`config.mk`:
```
export PLATFORM = sky130hd
export DESIGN_NAME = sensor_main_config_one_flat
export DESIGN_NICKNAME = d
export VERILOG_FILES = /design/src/rtl/sensor_cfg_pkg.sv /design/src/rtl/sensor_cfg_if.sv /design/src/rtl/sensor_main_config_one.sv /design/src/flat_wrapper.sv
export SDC_FILE = /design/constraint.sdc
export NUM_CORES = 1
export LEC_CHECK = 0
export BUFFER_PORTS_ARGS = -buffer_cell sky130_fd_sc_hd__buf_2
export CELL_PAD_IN_SITES_DETAIL_PLACEMENT = 0
export CELL_PAD_IN_SITES_GLOBAL_PLACEMENT = 2
export CORE_UTILIZATION = 26
export DETAILED_ROUTE_END_ITERATION = 10
export PLACE_DENSITY_LB_ADDON = 0.1
export SLEW_MARGIN = 0
export SYNTH_ARGS = -nofsm -noshare
export SYNTH_HDL_FRONTEND = slang
export SYNTH_SLANG_ARGS = --single-unit
```
`constraint.sdc`:
```
create_clock -name clk_i -period 1.8 [get_ports clk_i]
set_input_delay 0.45 -clock clk_i [delete_from_list [all_inputs] [get_ports clk_i]]
set_output_delay 0.45 -clock clk_i [all_outputs]
set_load 0.02 [all_outputs]
```
`src/rtl/sensor_cfg_pkg.sv`:
```
// Purpose: shared constants for the main sensor configuration register and its host controller
// Assumes: one 8-bit device register, APB-facing host registers, 25 MHz clock
// Notes: field positions, reset values and host register map live here
// Functional notes
// - axis field: 00 off, 01 X, 10 Y, 11 Z
// - host ignores unselected axes during self-test
// - polarity bit 4: clear positive, set negative
// - wire bit 3: clear 4-wire, set 3-wire
// - wire bit ignored unless serial peripheral selected
// - 3-wire: data-in bidirectional, data-out high-impedance
// - power-on, brown-out, hibernate exit restore 4-wire
// - shorted data lines force 3-wire mode; here only with serial peripheral selected
// - range field selects 2/4/8/16 g sensitivity
// - active bit 0: standby or measuring
// - pin mode: active read-only, pin sets mode
// - host enables pin mode only while standby
// - host sets active only without pin mode
// - power-on or soft reset gives standby
// - host keeps traffic low during self-test
package sensor_cfg_pkg;
  localparam logic [7:0] CFG_ADDR = 8'h15;
  localparam int AXIS_HI = 6;
  localparam int AXIS_LO = 5;
  localparam int POL_BIT = 4;
  localparam int WIRE_BIT = 3;
  localparam int RANGE_HI = 2;
  localparam int RANGE_LO = 1;
  localparam int ACTIVE_BIT = 0;
  localparam logic [7:0] CFG_RESET = 8'h02;
  localparam logic [7:0] CFG_WMASK = 8'h7F;
  localparam logic [1:0] AXIS_OFF = 2'h0;
  localparam logic [1:0] AXIS_X = 2'h1;
  localparam logic [1:0] AXIS_Y = 2'h2;
  localparam logic [1:0] AXIS_Z = 2'h3;
  localparam logic [1:0] RANGE_2G = 2'h0;
  localparam logic [1:0] RANGE_4G = 2'h1;
  localparam logic [1:0] RANGE_8G = 2'h2;
  localparam logic [1:0] RANGE_16G = 2'h3;
  localparam logic [10:0] SENS_2G = 11'h400;
  localparam logic [10:0] SENS_4G = 11'h200;
  localparam logic [10:0] SENS_8G = 11'h100;
  localparam logic [10:0] SENS_16G = 11'h080;
  // host register byte addresses
  localparam logic [11:0] HOST_WDATA = 12'h000;
  localparam logic [11:0] HOST_CTRL = 12'h004;
  localparam logic [11:0] HOST_STATUS = 12'h008;
  localparam int CTRL_PIN_MODE = 0;
  localparam int CTRL_READ = 1;
  localparam int STAT_BUSY = 0;
  localparam int STAT_REFUSED = 1;
  localparam int STAT_PIN_MODE = 2;
  localparam int STAT_DATA_LO = 8;

  // one-hot axis under self-test, bit 0 = X
  function automatic logic [2:0] axis_onehot(input logic [1:0] sel);
    logic [2:0] r;
    r = 3'h0;
    unique case (sel)
      AXIS_X: r = 3'h1;
      AXIS_Y: r = 3'h2;
      AXIS_Z: r = 3'h4;
      default: r = 3'h0;
    endcase
    return r;
  endfunction
endpackage

```
`src/rtl/sensor_cfg_if.sv`:
```
// Purpose: register access path and mode strap between host controller and sensor
// Assumes: both ends on clk_i; host drives requests, device answers
// Notes: read data is valid one cycle after the read strobe
`timescale 1ns/1ps
`default_nettype none
interface sensor_cfg_if;
  logic wr_en;
  logic rd_en;
  logic [7:0] addr;
  logic [7:0] wdata;
  logic [7:0] rdata;
  logic rvalid;
  logic pin_mode_control_enable;
  modport host (output wr_en, output rd_en, output addr, output wdata,
    output pin_mode_control_enable, input rdata, input rvalid);
  modport device (input wr_en, input rd_en, input addr, input wdata,
    input pin_mode_control_enable, output rdata, output rvalid);
endinterface
`default_nettype wire

```
`src/rtl/sensor_main_config_one.sv`:
```
// Purpose: device end, holds the main configuration byte and derives modes
// Assumes: reset_i covers power-on and brown-out; pins are asynchronous
// Notes: bit 7 soft reset is not kept here and reads zero
`timescale 1ns/1ps
`default_nettype none
module sensor_main_config_one (
  input wire logic clk_i,
  input wire logic reset_i,
  sensor_cfg_if.device bus,
  input wire logic soft_reset_i,
  input wire logic hibernate_exit_i,
  input wire logic interface_select_pin_i,
  input wire logic second_interrupt_pin_i,
  input wire logic data_lines_shorted_i,
  output logic [2:0] selftest_axis_o,
  output logic selftest_polarity_o,
  output logic three_wire_o,
  output logic data_in_bidir_o,
  output logic data_out_oe_o,
  output logic [1:0] full_scale_range_o,
  output logic [10:0] sensitivity_o,
  output logic measuring_o
);
  import sensor_cfg_pkg::*;

  logic [7:0] cfg_q;
  logic [7:0] cfg_d;
  logic [2:0] sync1_q;
  logic [2:0] sync2_q;
  logic spi_sel;
  logic second_interrupt_pin_lvl;
  logic shorted;
  logic eff_active;
  logic wire3;
  logic hit;

  // pins cross into clk_i through two flops each
  always_ff @(posedge clk_i)
  begin
    if (reset_i)
    begin
      sync1_q <= 3'h0;
      sync2_q <= 3'h0;
    end
    else
    begin
      sync1_q <= {data_lines_shorted_i, second_interrupt_pin_i, interface_select_pin_i};
      sync2_q <= sync1_q;
    end
  end

  assign spi_sel = sync2_q[0];
  assign second_interrupt_pin_lvl = sync2_q[1];
  assign shorted = sync2_q[2];
  assign hit = bus.addr == CFG_ADDR;

  // next register value from a host write
  always_comb
  begin
    cfg_d = cfg_q;
    if (bus.wr_en && hit)
    begin
      cfg_d = bus.wdata & CFG_WMASK;
      if (bus.pin_mode_control_enable)
      begin
        cfg_d[ACTIVE_BIT] = cfg_q[ACTIVE_BIT];
      end
    end
    if (hibernate_exit_i)
    begin
      cfg_d[WIRE_BIT] = 1'b0;
    end
  end

  // reset wins: power-on, brown-out and soft reset all land in standby
  always_ff @(posedge clk_i)
  begin
    if (reset_i || soft_reset_i)
    begin
      cfg_q <= CFG_RESET;
    end
    else
    begin
      cfg_q <= cfg_d;
    end
  end

  // pin level replaces the stored bit while pin mode is on
  assign eff_active = bus.pin_mode_control_enable ? second_interrupt_pin_lvl : cfg_q[ACTIVE_BIT];
  // with the serial peripheral selected, strapped shorting forces 3-wire whatever the bit holds
  assign wire3 = spi_sel && (cfg_q[WIRE_BIT] || shorted);

  // derived mode outputs, registered
  always_ff @(posedge clk_i)
  begin
    if (reset_i)
    begin
      selftest_axis_o <= 3'h0;
      selftest_polarity_o <= 1'b0;
      three_wire_o <= 1'b0;
      data_in_bidir_o <= 1'b0;
      data_out_oe_o <= 1'b0;
      full_scale_range_o <= RANGE_4G;
      sensitivity_o <= SENS_4G;
      measuring_o <= 1'b0;
    end
    else
    begin
      selftest_axis_o <= axis_onehot(cfg_q[AXIS_HI:AXIS_LO]);
      selftest_polarity_o <= cfg_q[POL_BIT];
      three_wire_o <= wire3;
      data_in_bidir_o <= wire3;
      data_out_oe_o <= spi_sel && !wire3;
      full_scale_range_o <= cfg_q[RANGE_HI:RANGE_LO];
      unique case (cfg_q[RANGE_HI:RANGE_LO])
        RANGE_2G: sensitivity_o <= SENS_2G;
        RANGE_4G: sensitivity_o <= SENS_4G;
        RANGE_8G: sensitivity_o <= SENS_8G;
        RANGE_16G: sensitivity_o <= SENS_16G;
      endcase
      measuring_o <= eff_active;
    end
  end

  // read answer one cycle after the strobe; unmapped address reads zero
  always_ff @(posedge clk_i)
  begin
    if (reset_i)
    begin
      bus.rdata <= 8'h00;
      bus.rvalid <= 1'b0;
    end
    else
    begin
      bus.rvalid <= bus.rd_en;
      if (bus.rd_en)
      begin
        bus.rdata <= hit ? {cfg_q[7:1], eff_active} : 8'h00;
      end
    end
  end
endmodule
`default_nettype wire

```
`src/flat_wrapper.sv`:
```
// flat-port wrapper written by rule: the top's interface ports become plain ports
module sensor_main_config_one_flat import sensor_cfg_pkg::*;
  (clk_i, reset_i, soft_reset_i, hibernate_exit_i, interface_select_pin_i, second_interrupt_pin_i, data_lines_shorted_i, selftest_axis_o, selftest_polarity_o, three_wire_o, data_in_bidir_o, data_out_oe_o, full_scale_range_o, sensitivity_o, measuring_o, bus_wr_en, bus_rd_en, bus_addr, bus_wdata, bus_pin_mode_control_enable, bus_rdata, bus_rvalid);
  sensor_cfg_if bus_i ();
  input wire logic clk_i;
  input wire logic reset_i;
  input wire logic soft_reset_i;
  input wire logic hibernate_exit_i;
  input wire logic interface_select_pin_i;
  input wire logic second_interrupt_pin_i;
  input wire logic data_lines_shorted_i;
  output logic [2:0] selftest_axis_o;
  output logic selftest_polarity_o;
  output logic three_wire_o;
  output logic data_in_bidir_o;
  output logic data_out_oe_o;
  output logic [1:0] full_scale_range_o;
  output logic [10:0] sensitivity_o;
  output logic measuring_o;
  input wire logic [$bits(bus_i.wr_en)-1:0] bus_wr_en;
  input wire logic [$bits(bus_i.rd_en)-1:0] bus_rd_en;
  input wire logic [$bits(bus_i.addr)-1:0] bus_addr;
  input wire logic [$bits(bus_i.wdata)-1:0] bus_wdata;
  input wire logic [$bits(bus_i.pin_mode_control_enable)-1:0] bus_pin_mode_control_enable;
  output wire logic [$bits(bus_i.rdata)-1:0] bus_rdata;
  output wire logic [$bits(bus_i.rvalid)-1:0] bus_rvalid;
  assign bus_i.wr_en = bus_wr_en;
  assign bus_i.rd_en = bus_rd_en;
  assign bus_i.addr = bus_addr;
  assign bus_i.wdata = bus_wdata;
  assign bus_i.pin_mode_control_enable = bus_pin_mode_control_enable;
  assign bus_rdata = bus_i.rdata;
  assign bus_rvalid = bus_i.rvalid;
  sensor_main_config_one u_core (.clk_i(clk_i), .reset_i(reset_i), .bus(bus_i), .soft_reset_i(soft_reset_i), .hibernate_exit_i(hibernate_exit_i), .interface_select_pin_i(interface_select_pin_i), .second_interrupt_pin_i(second_interrupt_pin_i), .data_lines_shorted_i(data_lines_shorted_i), .selftest_axis_o(selftest_axis_o), .selftest_polarity_o(selftest_polarity_o), .three_wire_o(three_wire_o), .data_in_bidir_o(data_in_bidir_o), .data_out_oe_o(data_out_oe_o), .full_scale_range_o(full_scale_range_o), .sensitivity_o(sensitivity_o), .measuring_o(measuring_o));
endmodule
```
Word-level counts from Yosys, hierarchy flattened
Cells that the tools add are included.
{"block": "totals", "register_bits": 42, "in_bits": 26, "output_inout_bits": 30, "wordCells": 35}
{"block": "op_classes", "eq_ne": 7, "n_mux": 4, "bitwise": 1, "reduce_logical": 9}
{"cell": "one-hot mux 11 bit (4 select lines)", "count": 1}
{"cell": "one-hot mux 3 bit (3 select lines)", "count": 1}
{"cell": "== test 2 bit, second input constant", "count": 4}
{"cell": "== test 8 x 5 -> 1 bit, second input constant", "count": 1}
{"cell": "two-way mux 7 bit", "count": 1}
{"cell": "== test 2 x 1 -> 1 bit, second input constant", "count": 2}
{"cell": "logical AND 1 bit", "count": 3}
{"cell": "zero test 2 bit", "count": 1}
{"cell": "logical OR 1 bit", "count": 2}
{"cell": "AND reduction 2 bit", "count": 1}
{"cell": "OR reduction 2 bit", "count": 1}
{"cell": "zero test 1 bit", "count": 1}
{"cell": "two-way mux 1 bit", "count": 1}
{"cell": "NOT 1 bit", "count": 1}

Logic depth before layout (Yosys ltp)
Gate-level depths: netlist (run 1).
{"block": "depth", "word_depth": 4, "ltp_mapped": 4, "mapped_depth_nobuf": 3}

Worst setup path before layout (run 1)
Ideal clock, no wire load.
{"block": "synth_path", "kind": "in2reg", "start": "in bus_addr[5]", "end": "reg u_core.cfg_q[0]", "setup_ps": 72, "t_arrival_ps": 1461, "required_ps": 1728, "path_slack_ps": 267, "cell_stages": 4, "cell_sequence": "or4b_1 > buf_2 > nor4_2 > mux2i_1"}
{"block": "synth_via", "elab_chain_len": 3}
{"item": "start: declaration", "line_no": "flat_wrapper.sv:22", "source": "input wire logic [$bits(bus_i.addr)-1:0] bus_addr;"}
{"item": "== test 8 x 5 -> 1 bit", "line_no": "sensor_main_config_one.sv:55", "source": "assign hit = bus.addr == CFG_ADDR;"}
{"item": "logical AND 1 bit", "line_no": "sensor_main_config_one.sv:61", "source": "if (bus.wr_en && hit)"}
{"item": "AND reduction 2 bit (no line)"}
{"item": "end signal: assignment", "line_no": "sensor_main_config_one.sv:84", "source": "cfg_q <= cfg_d;"}
{"item": "end: declaration", "line_no": "sensor_main_config_one.sv:26", "source": "logic [7:0] cfg_q;"}
Every way passes these cells.
A chain may end at the register's enable or synchronous reset.

Worst setup path after layout (run 1)
Ends and elaborated chain as after synthesis.

==> out/qor.csv, run 1 <==
stage,metric,value,unit
run_status,status,"complete, but fails checks",
run_status,failing checks,design-rule violations,
setup_path,FF-to-FF path depth,2,
pwr,Int Power,1103,uW
sta,final setup fails,0,
yosys,YS warnings,0,
floorplan,core area,0.004504,sq mm
yosys,Post-Syn Area,0.001252,sq mm
drt,# DRC,5,
pwr,Leakage,0.0006932,uW
global_route,initial antenna violation count,0,
pwr,Clk network pwr share,0.396,
final_layout,Diodes inserted,0,
final_layout,"commonest cells after routing, fill and taps aside","buf_2, dfxtp_1, nand4_1",
clock_network,CTS buffer count,5,
placed_design,Port-buffer cells,46,
clock_network,postcts setup bufs,0,
setup_path,flop-to-flop setup slack,0.82,ns
clock_network,CTS Root Cell,clkbuf_8,
floorplan,I/O pins,56,
floorplan,die height,71.41,um
final_layout,final core utilization,0.3550,
setup_path,"Req. time, crit path",2.00,ns
clock_network,CTS sink cnt,34,
clock_network,CTS tree,yes,
setup_path,reg2reg start,u_core.cfg_q[3],
clock_network,clk buf depth,2,
sta,RSZ-0062 raised after global routing,false,
floorplan,Cell Rows,24,
sta,setup TNS,0,ns
setup_path,critical path class,in2reg,
final_layout,Final Net Count,199,
clock_network,CTS-repair resized insts,0,
floorplan,Initial Utilization,0.2781,
clock_network,clk_lat worst skew,0.27,ns
yosys,synthesized flop and latch total,34,
final_layout,layout cells sized above 1,0.3448,
placed_design,RePlAce Congestion,0.7120,
pwr,maximum VDD drop,0.2100,mV
global_route,first-pass GRT wire length,4.374,mm
sta,clk_skew,0.001999,ns
floorplan,die area,0.005099,sq mm
final_layout,Fill cells,494,
floorplan,Die X,71.41,um
yosys,synth unique cells,30,
yosys,Mapped Cells,125,
clock_network,CTS Hold Bufs,0,
sta,"Period Utilization, post-route",0.8142,
yosys,sequential fraction of the synthesis area,0.5435,
drt,DR WL/cell,11.92,um
placed_design,Post-DP HPWL,1.932,mm
sta,Fmax,682.3,MHz
drt,remaining antenna violation count after routing,0,
clock_network,"Reg clk slew, reported paths",0.07,ns
pwr,switching share of power,0.2223,
drt,1st-iter DRT viols,39,
setup_path,CP Capture Type,register,
pwr,sequential share of power,0.538,
setup_path,crit path launch,bus_addr[5],
setup_path,Worst EP arrival,1.67,ns
setup_path,CP max FO,8,
drt,via count,1030,
pwr,Comb pwr share,0.066,
drt,Pre-Repair DR Iteration Count,7,
drt,via/cell ratio,4.558,
global_route,vias in the first global route,882,
sta,crit path time final,1.466,ns
final_layout,"commonest non-fill, non-tap cell in the layout",buf_2,
final_layout,area grow syn2layout,27.67,%
pwr,Cell Pwr Density,887.3,mW/mm^2
drt,final WL,2.693,mm
global_route,Tot GR Track Use,0.1165,
run,max cap viols,0,
hold_path,Hold Crit Class,in2reg,
sta,Final Max Slew Viols,0,
global_route,GR Overflow Total,0,
setup_path,critical path launch point type,primary input,
yosys,Avg Inst Size Synth,10.02,sq um
setup_path,crit path capture,u_core.cfg_q[0],
global_route,pin count of the biggest net entering global routing,25,
sta,Final Hold Vio Count,0,
clock_network,# H-tree levels,2,
setup_path,FF-to-FF End,u_core.cfg_q[3],
pwr,Sw Pwr,315.5,uW
critical path, cell delays in order:
cell and delay (ns):
buf_2 0.11, or4b_1 0.51, buf_4 0.19, nor4_2 0.19
mux2i_1 0.23
cells in the mapped netlist:
master     instances  area (sq um)
nand4_1           11         68.82
a31oi_1            1         6.260
a21boi_1           4         30.03
nor2b_1            9         56.30
o41ai_2            1         16.27
buf_2              2         10.01
nand4bb_1          1         11.26
nor2_1             8         30.03
nand2_1            8         30.03
nor3b_1            2         15.01
nor3_1             1         5.000
mux2i_1            2         20.02
and4bb_1           1         12.51
clkinv_1           1         3.750
and3b_1            1         8.760
nor4_1             1         6.260
o31ai_1            5         37.54
nand2b_1           2         12.51
nor4_2             1         12.51
nor4b_2            1         15.01
and2_1             2         12.51
a2111oi_0          1         8.760
buf_4              9         67.56
a21oi_1            6         30.03
clkbuf_1           5         18.77
dfxtp_1           34         680.7
conb_1             1         3.750
or4b_1             1         10.01
o21ai_1            1         5.000
inv_1              2         7.510
how the worst min path moves through the flow:
stage,slack [ns],startpoint,end,depth (start not counted)
CTS,0.33,hibernate_exit_i,u_core.cfg_q[3],2
global route,0.33,hibernate_exit_i,u_core.cfg_q[3],2
detailed placement,0.41,u_core.sync2_q[2],u_core.data_out_oe_o,1
finish,0.34,hibernate_exit_i,u_core.cfg_q[3],2
floorplan,0.40,u_core.sync2_q[2],u_core.data_out_oe_o,1
global placement,0.40,u_core.sync2_q[2],u_core.data_out_oe_o,1
area by class of cell:
class	instances	area (sq um)	share of cell area
sequential	34	680.7	0.4257
clock inverter	1	5.005	0.003130
clock buffer	7	86.33	0.05399
tap	52	65.06	0.04069
inverter	3	11.26	0.007042
multi-input combinational	79	490.5	0.3067
timing repair buffer	50	260.3	0.1628
sequential cells by signal, indices dropped and copies added, names as in the netlist, 2 cells and up:
register,flops
u_core.cfg_q,7
u_core.selftest_axis_o,3
u_core.sensitivity_o,4
u_core.sync1_q,3
u_core.full_scale_range_o,2
u_core.sync2_q,3
u_core.bus.rdata,7
power groups by stage:
stage,logic (uW),registers (uW),clock network [uW]
after detailed placement,95.2,780,0
final,94.2,763,562
after CTS,95.4,762,586
after global placement,94.2,779,0
after global routing,103,763,624
after floorplan,60.8,783,0
through the flow:
step	cells	hold slack (ns)	cell area (sq um)	total power (uW)	setup WS, ns
after floorplan	132	0.3982	1279	843.3	0.2669
after global placement	218	0.4048	1508	873.7	0.09812
after detailed placement	218	0.4089	1508	874.8	0.03018
after CTS	226	0.3282	1599	1444	0.3285
after global routing	226	0.3275	1599	1490	0.3045
final	226	0.3364	1599	1419	0.3344
metal layers:
layer / wire length [um] / share of wire / up-vias / track usage
met1: 1266 / 0.47 / 465 / 0.1521
li1: - / - / 512 / -
met4: 17 / 0.0063 / 0 / 0.06000
met5: 0 / 0 / - / 0
met2: 1202 / 0.45 / 51 / 0.1651
met3: 208 / 0.077 / 2 / 0.04641
cells by family after synthesis:
group | count (synthesis) | synth area share
AND/OR/NAND/NOR | 50 | 0.2447
AO/OA/AOI/OAI | 19 | 0.1069
other | 1 | 0.002994
buffers and inverters | 19 | 0.08591
multiplexers | 2 | 0.01598
flip-flops | 34 | 0.5435
Power figures use the tool's default switching activity.
==> run 2: changes to the inputs <==
--- a/config.mk
+++ b/config.mk
@@ -8,7 +8,7 @@
 export BUFFER_PORTS_ARGS = -buffer_cell sky130_fd_sc_hd__buf_2
 export CELL_PAD_IN_SITES_DETAIL_PLACEMENT = 0
 export CELL_PAD_IN_SITES_GLOBAL_PLACEMENT = 2
-export CORE_UTILIZATION = 26
+export CORE_UTILIZATION = 23
 export DETAILED_ROUTE_END_ITERATION = 10
 export PLACE_DENSITY_LB_ADDON = 0.1
 export SLEW_MARGIN = 0
==> constraint.sdc (replaced) <==
create_clock -name clk_i -period 1.3 [get_ports clk_i]
set_input_delay 0.325 -clock clk_i [delete_from_list [all_inputs] [get_ports clk_i]]
set_output_delay 0.325 -clock clk_i [all_outputs]
set_load 0.02 [all_outputs]
==> out/qor.csv, run 2 (synthesis gave the netlist of run 1 again) <==
stage,metric,value,unit
pwr,Cell Pwr Density,1193,mW/mm^2
clock_network,CTS tree,yes,
clock_network,CTS sink cnt,34,
hold_path,Hold Crit Class,in2reg,
final_layout,register area,680.7,sq um
clock_network,"Reg clk slew, reported paths",0.07,ns
sta,Fmax,817.2,MHz
setup_path,CP Buf/Inv Count,1,
setup_path,CP max stage delay,0.60,ns
sta,"Period Utilization, post-route",0.9413,
global_route,pin count of the biggest net entering global routing,15,
sta,RSZ-0062 raised after global routing,false,
drt,# DRC,0,
clock_network,CTS Root Cell,clkbuf_8,
final_layout,Fill cells,560,
clock_network,clk_lat worst skew,0.28,ns
global_route,GR Overflow Total,0,
sta,setup TNS,0,ns
final_layout,layout cells sized above 1,0.3652,
global_route,first-pass GRT wire length,4.560,mm
setup_path,Worst EP arrival,1.38,ns
pwr,Comb pwr share,0.071,
sta,final setup fails,0,
placed_design,DP Worst Slack,-0.2339,ns
setup_path,CP Capture Type,register,
final_layout,"commonest non-fill, non-tap cell in the layout",buf_2,
sta,setup ws final,0.07629,ns
clock_network,CTS-repair resized insts,0,
pwr,sequential share of power,0.535,
final_layout,area grow syn2layout,32.17,%
drt,via count,998,
placed_design,Port-buffer cells,46,
pwr,Clk network pwr share,0.394,
floorplan,die area,0.005745,sq mm
sta,Final Max Slew Viols,0,
run,max cap viols,0,
pwr,Final Power,1975,uW
final_layout,multi-input logic area,494.2,sq um
floorplan,Initial Utilization,0.2421,
global_route,Tot GR Track Use,0.1118,
drt,1st-iter DRT viols,17,
setup_path,critical path class,in2reg,
pwr,Sw Pwr,438.0,uW
setup_path,critical path launch point type,primary input,
clock_network,# H-tree levels,2,
global_route,initial antenna violation count,0,
setup_path,"Slowest-stage cell, CP",or4b_4,
floorplan,Die X,75.80,um
final_layout,Diodes inserted,0,
setup_path,"Req. time, crit path",1.45,ns
drt,Pre-Repair DR Iteration Count,4,
drt,final WL,2.813,mm
pwr,maximum VDD drop,0.3082,mV
sta,crit path time final,1.224,ns
setup_path,family with the most delay on the worst path,simple AND/OR/NAND/NOR gates,
pwr,Int Power,1537,uW
clock_network,CTS Hold Bufs,0,
drt,DR WL/cell,11.34,um
sta,clk_skew,0.003590,ns
clock_network,clk buf depth,2,
clock_network,CTS buffer count,5,
final_layout,"commonest cells after routing, fill and taps aside","buf_2, dfxtp_1, nand4_1",
global_route,vias in the first global route,955,
pwr,Leakage,0.0007149,uW
setup_path,CP max FO,8,
placed_design,placed standard-cell area,0.001564,sq mm
sta,Final Hold Vio Count,0,
final_layout,Final Net Count,203,
floorplan,I/O pins,56,
floorplan,core area,0.005172,sq mm
final_layout,largest registers,"u_core.bus.rdata: 7 flops, u_core.cfg_q: 7 flops, u_core.sensitivity_o: 4 flops",
placed_design,Post-DP HPWL,2.159,mm
floorplan,die height,75.80,um
pwr,switching share of power,0.2217,
drt,via/cell ratio,4.024,
clock_network,postcts setup bufs,0,
final_layout,fin area,0.001655,sq mm
floorplan,Cell Rows,26,
setup_path,worst path cell trace,"buf_2, or4b_4, o31ai_1, a2111oi_0",
drt,remaining antenna violation count after routing,0,
run_status,status,finished clean,
placed_design,RePlAce Congestion,0.6955,
## run 2: per-stage QoR
stage	util	hold slack (ns)	cells
2_1_floorplan	-	0.3982	132
3_3_place_gp	0.3024	0.4096	240
3_5_place_dp	0.3024	0.4121	240
4_1_cts	0.3200	0.1951	248
5_1_grt	0.3200	0.1964	248
6_report	0.3200	0.2052	248
## run 2: final timing paths
path,cells after the start,from,slack (ns),end
worst min-delay path,2,hibernate_exit_i,0.21,u_core.cfg_q[3]
worst min register to register,1,u_core.sync2_q[2],0.42,u_core.data_out_oe_o
worst max-delay path,4,bus_addr[5],0.08,u_core.cfg_q[3]
worst max register to register,2,u_core.cfg_q[3],0.33,u_core.cfg_q[3]
## run 2: per-layer routing
metal  up-vias  GRT usage  share of wire
met5         -          0              0
met4         0    0.05556          0.019
met3         4    0.04365          0.066
met2        36     0.1573           0.44
met1       434     0.1478           0.48
li1        524          -              -
## run 2: area by class of cell
type | instances | area share
clock buffers | 7 | 0.05215
clock inverters | 1 | 0.003023
inverters | 3 | 0.006803
multi-input cells | 79 | 0.2986
flip-flops and latches | 34 | 0.4112
well taps | 70 | 0.05291
repair buffers | 54 | 0.1754
## run 2: power by group through the flow
stage               Combinational, uW  Sequential (uW)  Clock [uW]
global route                      156             1060         846
global placement                  141             1080           0
floorplan                        86.0             1080           0
CTS                               142             1060         808
finish                            140             1060         779
detailed placement                141             1080           0
==> run 3: changes to the inputs <==
--- a/config.mk
+++ b/config.mk
@@ -5,12 +5,13 @@
 export SDC_FILE = /design/constraint.sdc
 export NUM_CORES = 1
 export LEC_CHECK = 0
-export BUFFER_PORTS_ARGS = -buffer_cell sky130_fd_sc_hd__buf_2
+export BUFFER_PORTS_ARGS = -buffer_cell sky130_fd_sc_hd__buf_4
 export CELL_PAD_IN_SITES_DETAIL_PLACEMENT = 0
 export CELL_PAD_IN_SITES_GLOBAL_PLACEMENT = 2
 export CORE_UTILIZATION = 23
 export DETAILED_ROUTE_END_ITERATION = 10
 export PLACE_DENSITY_LB_ADDON = 0.1
+export RECOVER_POWER = 100
 export SLEW_MARGIN = 0
 export SYNTH_ARGS = -nofsm -noshare
 export SYNTH_HDL_FRONTEND = slang
==> out/qor.csv, run 3 (synthesis gave the netlist of run 1 again) <==
stage,metric,value,unit
floorplan,core area,0.005172,sq mm
setup_path,critical path class,in2reg,
setup_path,reg2reg start,u_core.cfg_q[3],
clock_network,clk buf depth,2,
sta,RSZ-0062 raised after global routing,false,
sta,crit path time final,1.279,ns
placed_design,Port-buffer cells,46,
final_layout,"commonest non-fill, non-tap cell in the layout",dfxtp_1,
drt,DR WL/cell,12.29,um
floorplan,Initial Utilization,0.2421,
final_layout,Non-Filler Instances,245,
final_layout,Diodes inserted,0,
placed_design,RePlAce Congestion,0.6854,
final_layout,layout cells sized above 1,0.2171,
setup_path,worst path cell trace,"clkbuf_1, or4b_4, o31ai_1, a2111oi_0",
final_layout,"commonest cells after routing, fill and taps aside","dfxtp_1, clkbuf_1, buf_4",
sta,Fmax,782.1,MHz
floorplan,die area,0.005745,sq mm
clock_network,postcts setup bufs,0,
run_status,status,finished clean,
placed_design,Post-DP HPWL,2.201,mm
pwr,Clk network pwr share,0.428,
pwr,Leakage,0.0006312,uW
hold_path,min-delay src,hibernate_exit_i,
floorplan,Cell Rows,26,
global_route,vias in the first global route,983,
setup_path,FF-to-FF End,u_core.cfg_q[3],
placed_design,# placed instances,237,
final_layout,Final Net Count,200,
drt,# DRC,0,
hold_path,Hold Crit Class,in2reg,
hold_path,WHS Endpoint,u_core.cfg_q[3],
clock_network,CTS Root Cell,clkbuf_8,
setup_path,CP max FO,8,
final_layout,fin area,0.001677,sq mm
drt,via count,1000,
final_layout,final core utilization,0.3241,
global_route,first-pass GRT wire length,4.726,mm
pwr,sequential share of power,0.500,
setup_path,flop-to-flop setup slack,0.32,ns
pwr,Int Power,1653,uW
clock_network,clk_lat worst skew,0.28,ns
drt,via/cell ratio,4.082,
setup_path,FF-to-FF path depth,2,
pwr,Comb pwr share,0.072,
pwr,maximum VDD drop,0.4419,mV
pwr,Sw Pwr,457.6,uW
clock_network,CTS sink cnt,34,
drt,1st-iter DRT viols,60,
setup_path,"Req. time, crit path",1.45,ns
global_route,initial antenna violation count,0,
drt,remaining antenna violation count after routing,0,
setup_path,CP max stage delay,0.62,ns
final_layout,area grow syn2layout,33.87,%
setup_path,Worst EP arrival,1.43,ns
placed_design,placed standard-cell area,0.001657,sq mm
drt,final WL,3.011,mm
sta,Final Max Slew Viols,0,
setup_path,CP Capture Type,register,
pwr,switching share of power,0.2168,
sta,"Period Utilization, post-route",0.9836,
floorplan,die height,75.80,um
global_route,Tot GR Track Use,0.1134,
setup_path,"Slowest-stage cell, CP",or4b_4,
clock_network,CTS tree,yes,
sta,final setup fails,0,
floorplan,I/O pins,56,
final_layout,largest registers,"u_core.bus.rdata: 7 flops, u_core.cfg_q: 7 flops, u_core.sensitivity_o: 4 flops",
hold_path,Worst Hold Depth,2,
clock_network,CTS buffer count,5,
floorplan,Die X,75.80,um
pwr,Cell Pwr Density,1259,mW/mm^2
setup_path,critical path launch point type,primary input,
run,max cap viols,0,
global_route,pin count of the biggest net entering global routing,14,
sta,Final Hold Vio Count,0,
global_route,GR Overflow Total,0,
sta,clk_skew,0.007117,ns
clock_network,"Reg clk slew, reported paths",0.07,ns
clock_network,# H-tree levels,2,
drt,Pre-Repair DR Iteration Count,4,
## run 3: cell count changes in the layout (fill, tap and decap cells not counted)
cell / change
nor4_4: +1
o21ai_1: -1
nor4_2: -1
a21boi_0: +4
clkbuf_8: +2
buf_2: -46
o21ai_0: +1
a21boi_1: -4
buf_4: +16
clkinv_2: -1
clkbuf_1: +24
clkbuf_2: +2
## run 3: per-layer routing
| layer | part of all wire | global-route usage |
|---|---|---|
| met3 | 0.060 | 0.04233 |
| met2 | 0.43 | 0.1632 |
| met1 | 0.50 | 0.1528 |
| met4 | 0.013 | 0.04321 |
| met5 | 0 | 0 |
## run 3: worst max-delay path by stage
stage / from / slack (ns) / cells past startpoint / end
global route: bus_addr[5] / 0.005 / 4 / u_core.cfg_q[3]
floorplan: bus_addr[5] / -0.1 / 4 / u_core.cfg_q[0]
detailed placement: bus_addr[5] / -0.25 / 4 / u_core.cfg_q[3]
global placement: bus_addr[5] / -0.21 / 4 / u_core.cfg_q[3]
finish: bus_addr[5] / 0.02 / 4 / u_core.cfg_q[3]
CTS: bus_addr[5] / 0.05 / 4 / u_core.cfg_q[3]
## run 3: stage by stage
stage | TNS, ns | total power [uW] | hold slack [ns] | worst slack, ns
floorplan | -0.5421 | 1170 | 0.3982 | -0.09779
global placement | -1.485 | 1236 | 0.4089 | -0.2128
detailed placement | -1.735 | 1238 | 0.4167 | -0.2545
CTS | 0 | 2146 | 0.1985 | 0.04801
global route | 0 | 2198 | 0.1953 | 0.005479
finish | 0 | 2111 | 0.2052 | 0.02133
## run 3: layout make-up
type,instances,area [sq um]
multi-input combinational,79,503.0
tap,70,87.58
fill,567,3496
sequential,34,680.7
timing repair buffer,51,284.0
clock buffer,8,110.1
inverter,3,11.26
## run 3: what timing repair did
| action | 4_1_cts | 5_1_grt |
|---|---|---|
| hold buffers | 0 | 0 |
| endpoints found under the setup margin | 0 | 1 |
| gates resized for setup | 0 | 1 |
## run 3: worst max-delay path: cells and delay by family
family | cells | cell delay (ns)
AND/OR/NAND/NOR | 1 | 0.62
buffers and inverters | 1 | 0.09
AO/OA/AOI/OAI | 2 | 0.39
## run 3: power by group through the flow
| stage | registers, uW | clock network (uW) | logic, uW |
|---|---|---|---|
| 6_report | 1060 | 904 | 151 |
| 5_1_grt | 1060 | 976 | 165 |
| 4_1_cts | 1060 | 931 | 159 |
| 3_5_place_dp | 1080 | 0 | 158 |
| 3_3_place_gp | 1080 | 0 | 157 |
| 2_1_floorplan | 1080 | 0 | 86.0 |
